**src/rtl/sram_host_pkg.sv**
```systemverilog
// package: pin timing, command and pin group types for the static memory host
package sram_host_pkg;

	// =====================================================
	// geometry
	localparam int ADDR_WIDTH = 20;
	localparam int DATA_WIDTH = 16;
	localparam int CLK_PERIOD_NS = 20;

	// =====================================================
	// timing in ns, as printed
	localparam int READ_CYCLE_NS = 45;
	localparam int ADDR_TO_DATA_NS = 45;
	localparam int OE_TO_DATA_NS = 22;
	localparam int OE_HIGH_Z_NS = 18;
	localparam int WRITE_CYCLE_NS = 45;
	localparam int WRITE_PULSE_NS = 35;
	localparam int DATA_SETUP_NS = 25;
	localparam int ADDR_HOLD_NS = 0;
	localparam int DATA_HOLD_NS = 0;

	// =====================================================
	// derived cycle counts, least times rounded up (read wait one cycle more), at least one cycle
	localparam int READ_WAIT_CYC =
		(ADDR_TO_DATA_NS + CLK_PERIOD_NS - 1) / CLK_PERIOD_NS + 1;
	localparam int WRITE_PULSE_CYC = (WRITE_PULSE_NS + CLK_PERIOD_NS - 1) / CLK_PERIOD_NS;
	localparam int TURN_CYC = (OE_HIGH_Z_NS + CLK_PERIOD_NS - 1) / CLK_PERIOD_NS;
	localparam int CNT_WIDTH = 4;

	// =====================================================
	// pin groups
	typedef struct packed {
		logic [ADDR_WIDTH-1:0] addr;
		logic                  chip_select_low_active;
		logic                  chip_select_high_active;
		logic                  write_strobe_n;
		logic                  output_enable_n;
		logic                  upper_lane_enable_n;
		logic                  lower_lane_enable_n;
	} sram_ctrl_type;

	typedef struct packed {
		logic                  write;
		logic [1:0]            lanes;
		logic [ADDR_WIDTH-1:0] addr;
		logic [DATA_WIDTH-1:0] wdata;
	} sram_req_type;

	localparam sram_ctrl_type CTRL_IDLE = '{
		addr: '0, chip_select_low_active: 1'b1, chip_select_high_active: 1'b0,
		write_strobe_n: 1'b1, output_enable_n: 1'b1,
		upper_lane_enable_n: 1'b1, lower_lane_enable_n: 1'b1};

endpackage

```
**src/rtl/sram_host.sv**
```systemverilog
// static memory host: sequences reads and byte-lane writes on the memory pins
`timescale 1ns/1ps
module sram_host
	import sram_host_pkg::*;
#(
	parameter int AW = ADDR_WIDTH,
	parameter int DW = DATA_WIDTH
) (
	// clock and reset
	input  wire logic          core_clk,
	input  wire logic          rst_n,
	// user request side
	input  wire sram_req_type  req,
	input  wire logic          req_valid,
	output logic               req_ready,
	output logic [DW-1:0]      rdata,
	output logic               rdata_valid,
	// memory pins
	output sram_ctrl_type      pins,
	input  wire logic [DW-1:0] data_in,
	output logic [DW-1:0]      data_out,
	output logic [1:0]         data_oe_n
);

	// =====================================================
	// state
	typedef enum logic [2:0] {
		IDLE      = 3'b000,
		RD_WAIT   = 3'b001,
		RD_TURN   = 3'b010,
		WR_PULSE  = 3'b011,
		WR_END    = 3'b100
	} state_type;

	state_type            state, next_state;
	logic [CNT_WIDTH-1:0] cnt, next_cnt;
	sram_ctrl_type        next_pins;
	logic [DW-1:0]        next_data_out, next_rdata;
	logic [1:0]           next_data_oe_n;
	logic                 next_req_ready, next_rdata_valid;

	// =====================================================
	// sequencing
	always_comb begin
		next_state = state;
		next_cnt = cnt;
		next_pins = pins;
		next_data_out = data_out;
		next_data_oe_n = data_oe_n;
		next_rdata = rdata;
		next_rdata_valid = 1'b0;
		next_req_ready = 1'b0;
		unique case (state)
			IDLE: begin
				// lanes change only together with the selects, never while deselected
				next_pins = CTRL_IDLE;
				next_pins.addr = pins.addr;
				next_data_oe_n = 2'b11;
				next_req_ready = 1'b1;
				if (req_valid && req_ready) begin
					next_req_ready = 1'b0;
					next_pins.addr = req.addr[AW-1:0];
					next_pins.chip_select_low_active = 1'b0;
					next_pins.chip_select_high_active = 1'b1;
					next_pins.upper_lane_enable_n = ~req.lanes[1];
					next_pins.lower_lane_enable_n = ~req.lanes[0];
					if (req.write) begin
						// strobe, selects, lanes and data all start together
						next_pins.write_strobe_n = 1'b0;
						next_data_out = req.wdata;
						next_data_oe_n = ~req.lanes;
						next_cnt = CNT_WIDTH'(WRITE_PULSE_CYC - 1);
						next_state = WR_PULSE;
					end else begin
						// strobe stays high through the whole read
						next_pins.output_enable_n = 1'b0;
						next_cnt = CNT_WIDTH'(READ_WAIT_CYC - 1);
						next_state = RD_WAIT;
					end
				end
			end
			RD_WAIT: begin
				// wait covers address-to-data and enable-to-data
				if (cnt == '0) begin
					next_rdata = data_in;
					next_rdata_valid = 1'b1;
					next_pins = CTRL_IDLE;
					next_pins.addr = pins.addr;
					next_cnt = CNT_WIDTH'(TURN_CYC);
					next_state = RD_TURN;
				end else begin
					next_cnt = cnt - 1'b1;
				end
			end
			RD_TURN: begin
				// memory needs time to float before anyone drives again
				if (cnt == '0) begin
					next_state = IDLE;
					next_req_ready = 1'b1;
				end else begin
					next_cnt = cnt - 1'b1;
				end
			end
			WR_PULSE: begin
				// pulse of 40 ns covers 35 ns select, lane and address setup
				if (cnt == '0) begin
					// strobe alone terminates; data and address held past that edge
					next_pins.write_strobe_n = 1'b1;
					next_state = WR_END;
				end else begin
					next_cnt = cnt - 1'b1;
				end
			end
			WR_END: begin
				// total cycle 60 ns satisfies the 45 ns minimum
				next_pins = CTRL_IDLE;
				next_pins.addr = pins.addr;
				next_data_oe_n = 2'b11;
				next_req_ready = 1'b1;
				next_state = IDLE;
			end
			default: begin
				next_state = IDLE;
				next_pins = CTRL_IDLE;
				next_data_oe_n = 2'b11;
			end
		endcase
	end

	always_ff @(posedge core_clk) begin
		if (!rst_n) begin
			state <= IDLE;
			cnt <= '0;
			pins <= CTRL_IDLE;
			data_out <= '0;
			data_oe_n <= 2'b11;
			rdata <= '0;
			rdata_valid <= 1'b0;
			req_ready <= 1'b0;
		end else begin
			state <= next_state;
			cnt <= next_cnt;
			pins <= next_pins;
			data_out <= next_data_out;
			data_oe_n <= next_data_oe_n;
			rdata <= next_rdata;
			rdata_valid <= next_rdata_valid;
			req_ready <= next_req_ready;
		end
	end

endmodule

```
**config.mk**
```make
export PLATFORM = sky130hd
export DESIGN_NAME = sram_host
export DESIGN_NICKNAME = d
export VERILOG_FILES = /design/src/rtl/sram_host_pkg.sv /design/src/rtl/sram_host.sv
export SDC_FILE = /design/constraint.sdc
export NUM_CORES = 1
export LEC_CHECK = 0
export BUFFER_PORTS_ARGS = -buffer_cell sky130_fd_sc_hd__buf_2
export CORE_AREA = 4 4 86 88
export CTS_CLUSTER_SIZE = 30
export DETAILED_ROUTE_END_ITERATION = 6
export DIE_AREA = 0 0 90 92
export PLACE_DENSITY_LB_ADDON = 0.15
export RECOVER_POWER = 100
export SYNTH_ARGS = -nofsm -noshare
export SYNTH_HDL_FRONTEND = slang
export SYNTH_SLANG_ARGS = --single-unit
```
**constraint.sdc**
```tcl
create_clock -name core_clk -period 2.1 [get_ports core_clk]
set_input_delay 0.42 -clock core_clk [delete_from_list [all_inputs] [get_ports core_clk]]
set_output_delay 0.42 -clock core_clk [all_outputs]
set_load 0.02 [all_outputs]
```
=== Yosys cells after proc, flatten, opt, wreduce, memory -nomap -nowiden ===
Index checks and enable logic that the tools add are counted.

* Register bits after elaboration: 69
* Word-level logic and storage cells: 70

* Add/sub/neg operators: 1
* Equality and inequality tests: 9
* Mux-type cells: 25
* Bitwise gates (word level): 7
* Reduce and logical (&&, ||, !) cells: 14

{| class="wikitable"
|+ Operator list
! cell !! count
|-
| 22-bit case mux with 4 select lines || 1
|-
| 26-bit 2-to-1 mux || 1
|-
| 3-bit 2-to-1 mux || 4
|-
| 4-bit 2-to-1 mux || 3
|-
| 3-bit case mux with 4 select lines || 1
|-
| 4-bit case mux with 3 select lines || 1
|-
| 2-bit inequality test, second input constant || 5
|-
| 3-bit case mux with 3 select lines || 1
|-
| 3-bit AND reduction || 3
|-
| 2-bit 2-to-1 mux || 4
|-
| 4-bit AND reduction || 2
|-
| 3-bit by 2-bit == test with 1-bit output, second input constant || 2
|-
| 6-bit 2-to-1 mux || 1
|-
| 1-bit inverter || 6
|-
| 2-bit AND reduction || 3
|-
| 1-bit 2-to-1 mux || 5
|-
| 4-bit logical NOT || 1
|-
| 1-bit case mux with 4 select lines || 1
|-
| 2-bit case mux with 2 select lines || 1
|-
| 4-bit by 1-bit subtractor with 4-bit output, second input constant || 1
|-
| 3-bit by 1-bit == test with 1-bit output, second input constant || 1
|-
| 3-bit == test, second input constant || 1
|-
| 3-bit logical NOT || 1
|-
| 1-bit case mux with 3 select lines || 1
|-
| other kinds (5) || 5
|}

=== Logic depth before layout (Yosys ltp) ===
* Depth after elaboration: 4
* Mapped depth: 8
* Gate-level depth less buffers: 6

=== Worst setup path after synthesis ===
No wires, ideal clock.

* Kind: flip-flop to flip-flop
* Start: register cnt[0]
* End: register cnt[2]
* Arrival: 1.584 ns
* Required time: 1.984 ns
* Slack: 0.400 ns
* Cell stages (with the launch flop): 7
* Cell sequence: dfxtp_1 -> inv_1 -> ha_1 -> nor3b_4 -> a221oi_1 -> o21ai_1 -> a31o_2

* Longest elaborated chain between the ends: 3
* Elaborated cells between the ends (all ways): 7
* Classes of those cells: 1 x add/sub; 1 x eq/ne; 3 x mux; 2 x reduce/logical

{| class="wikitable"
|+ RTL lines
! element !! RTL line !! source
|-
| start: declaration || sram_host.sv:36 || <nowiki>logic [CNT_WIDTH-1:0] cnt, next_cnt;</nowiki>
|-
| start signal: assignment || sram_host.sv:142 || <nowiki>cnt <= next_cnt;</nowiki>
|-
| 4-bit by 1-bit subtractor with 4-bit output / 4-bit logical NOT (equally long branches) || n/a ||
|-
| 4-bit 2-to-1 mux (tied with other cells) || sram_host.sv:97, sram_host.sv:106 ||
|-
| 4-bit case mux with 3 select lines / 3-bit AND reduction (equally long branches) || n/a ||
|}

Several ways; a longest one is shown, not always the timed one. The select of a mux whose other input is x is not followed.
A chain may end at the register's enable or synchronous reset.

=== Worst setup path after layout ===
* Start: register state[2]
* End: register pins[7] (netlist name)

* Longest elaborated chain between the ends: 4
* Elaborated cells between the ends (all ways): 12
* Classes of those cells: 5 x eq/ne; 1 x mux; 3 x bitwise; 3 x reduce/logical

{| class="wikitable"
|+ RTL lines
! element !! RTL line !! source
|-
| start: declaration || sram_host.sv:35 || <nowiki>state_type state, next_state;</nowiki>
|-
| start signal: assignment || sram_host.sv:141 || <nowiki>state <= next_state;</nowiki>
|-
| 3-bit by 2-bit == test with 1-bit output || sram_host.sv:53 || <nowiki>unique case (state)</nowiki>
|-
| 2-bit OR reduction (no line) || n/a ||
|-
| 1-bit inverter (no line) || n/a ||
|-
| 4-bit AND reduction (no line) || n/a ||
|-
| end signal: assignment || sram_host.sv:143 || <nowiki>pins <= next_pins;</nowiki>
|-
| end: declaration || sram_host.sv:19 || <nowiki>output sram_ctrl_type pins,</nowiki>
|}

Several ways; a longest one is shown, not always the timed one.

==> out/summary.txt <==
Syn_area_per_cell: 8.87 µm²
Net Sw Frac: 31.1%
Post-Route WL: 6600 µm
Core area: 6640 µm²
First-pass GRT wire length: 10600 µm
Comb pwr share: 21.0%
ANT cells: 0
Clock buffer depth: 2
Root Driver: clkbuf_8
Worst-Margin Slew: 0.652 ns
Initial antenna violation count: 0
CTS tree: done
Max cap viols: 0
Global route hottest layer: met2
Die Wd: 90 µm
I/O Buffers: 119
Worst VDD drop: 471 µV
CTS Sinks: 69
Clock insertion delay at the later pin of the skew report: 0.34 ns
Worst hold path type: in -> reg
Largest net degree at the start of global routing: 35
Critical path's slowest cell: dfxtp_1
Syn-to-layout area delta: 28.7%
CP Capture Type: flop
Slew Limit Fails: 0
Synthesized Nets: 352
Die area: 8280 µm²
Critical Path RT: 2.29 ns
Pre-Repair DR Iteration Count: 4
Share of layout cells above drive strength 1: 21.5%
GRT Total Usage: 15.6%
Clock slew at reported path FFs: 0.08 ns
Sequential share of the synthesized area: 53.3%
Outcome: finished clean
Hold slack: 0.312 ns
CP max FO: 26
Num ports: 120
GPL Wtd Cong: 0.806
Crit start category: flop
Post-Syn Area: 2590 µm²
Final period utilization: 85.0%
Async S/R FF share, synth: 0%
Starting Density: 39.0%
Routing usage on met2: 24.1%
TNS Setup: 0 ns
Critical path class: reg -> reg
Netlist cell types: 45
Synth warn: 0
CTS Hold Bufs: 0
Row count: 30
Worst Clk Skew: 0.0107 ns
Main flop type after synthesis: dfxtp_1
Setup Buffers After CTS: 0
CP Cell Sequence: and3b_1 -> and2_0 -> clkbuf_2 -> a22oi_1 -> nor2_1
Setup Viol. Count Final: 0
Die height: 92 µm
Flop pwr share: 45.6%
Switching power of the nets: 1.02 mW
Num CTS Buffers: 9
Worst EP arrival: 1.98 ns
Clock group share of total power: 33.4%
Fin crit period: 1.79 ns
Slowest stage delay, CP: 0.51 ns
Post-synth EDFFs: 0
Max Clk Rate: 560 MHz
Rel. slew slack: 56.5%
Post-cts resize count: 0
Vias in the first global route: 2282
Final ANT Viol Nets: 0
Int Power: 2.26 mW
Vias: 2432
FF+latch count, synth: 69
Nets: 469
DRT iter0 DRCs: 123
Post-DR wirelength/cell: 13.4 µm
Vias per cell: 4.92
RSZ-0062 raised after global routing: false
H-tree level count: 3
Cell area power density: 985 nW/µm²
Gr ovfl total: 0
Final Hold Violating Endpoints: 0
Drc violations: 0
Post-Synthesis Cells: 292
Leakage: 1.27 nW
Met1 usage: 19.4%
Routing usage on met3: 5.99%
Detailed Place HPWL: 4630 µm
==> path summary, 6_finish.rpt <==
check	startpoint	endpoint	slack [ns]	cells past startpoint
worst max-delay path	state[2]	pins[7]	0.31	5
worst min-delay path	data_in[9]	rdata[9]	0.31	3
worst min register to register	rdata[15]	rdata[15]	0.46	2
worst max register to register	state[2]	pins[7]	0.31	5
==> stage by stage <==
stage / instances / worst slack [ns] / util (%) / total power [mW] / area [µm²]
2_1_floorplan: 292 / 0.400 / - / 2.04 / 2590
3_3_place_gp: 478 / 0.430 / 48.7 / 2.25 / 3240
3_5_place_dp: 478 / 0.406 / 48.7 / 2.26 / 3240
4_1_cts: 494 / 0.374 / 51.8 / 3.37 / 3440
5_1_grt: 494 / 0.171 / 50.2 / 3.48 / 3330
6_report: 494 / 0.315 / 50.2 / 3.28 / 3330
==> critical path: cells and delay by family, from the launching register on <==
kind / cells / cell delay [ns]
AOI/OAI and AO/OA: 1 / 0.28
buffers and inverters: 1 / 0.33
DFF: 1 / 0.51
and+or+nand+nor: 3 / 0.52
==> kinds of logic after synthesis <==
| logic type | share of synthesized area [%] |
|---|---|
| compound gates | 19.4 |
| fa+ha+maj | 0.966 |
| buf+inv | 5.89 |
| flops | 53.3 |
| mux | 0.386 |
| simple gates | 20.0 |
==> placed cells by master, fill, tap and decap left out, drive strengths merged, types with 2 or more instances in the layout <==
cell / n
clkbuf: 76
dfxtp: 69
buf: 62
nand2: 59
a21oi: 35
nor2: 27
a22oi: 20
nand3: 18
inv: 7
o22ai: 5
o21ai: 4
nand3b: 2
a211oi: 2
ha: 2
nor3b: 2
clkinv: 2
==> layout make-up <==
cell class,instances,area [µm²]
inverters,5,18.8
clock buffers,10,138
fillers,706,3310
well taps,80,100
multi-input cells,196,1040
clock inverters,6,68.8
repair buffers,128,587
flip-flops and latches,69,1380
==> cells in the mapped netlist, types with 2 or more instances <==
| master | n | area share (%) |
|---|---|---|
| a22oi_1 | 17 | 4.9 |
| buf_2 | 4 | 0.77 |
| a22oi_2 | 3 | 1.4 |
| buf_4 | 2 | 0.58 |
| clkbuf_1 | 10 | 1.4 |
| a211oi_1 | 2 | 0.58 |
| o21ai_0 | 2 | 0.39 |
| nand3_1 | 17 | 3.3 |
| nand3b_1 | 2 | 0.58 |
| buf_6 | 5 | 2.2 |
| dfxtp_1 | 69 | 53 |
| a21oi_1 | 35 | 6.8 |
| nand2_1 | 59 | 8.6 |
| nor2_1 | 26 | 3.8 |
| ha_1 | 2 | 0.97 |
| o22ai_1 | 5 | 1.2 |
| inv_1 | 4 | 0.58 |
==> state kept, by name, indices dropped and copies added, names as in the netlist <==
register     cells
pins            26
data_out        16
req_ready        1
data_oe_n        2
cnt              4
state            3
rdata_valid      1
rdata           16
==> power by group through the flow <==
stage | Sequential [mW] | Combinational (mW) | Clock (mW)
2_1_floorplan | 1.60 | 0.436 | 0
3_3_place_gp | 1.52 | 0.732 | 0
3_5_place_dp | 1.52 | 0.740 | 0
4_1_cts | 1.49 | 0.742 | 1.14
5_1_grt | 1.51 | 0.771 | 1.19
6_report | 1.50 | 0.689 | 1.10
==> metal layers <==
| layer | wire length, µm | vias to the layer above | part of all wire, % |
|---|---|---|---|
| met5 | 0 | - | 0 |
| met4 | 85 | 0 | 1.3 |
| met3 | 593 | 9 | 9.0 |
| met2 | 2890 | 83 | 44 |
| met1 | 3030 | 1097 | 46 |
| li1 | - | 1243 | - |
Power figures use the tool's default switching activity.
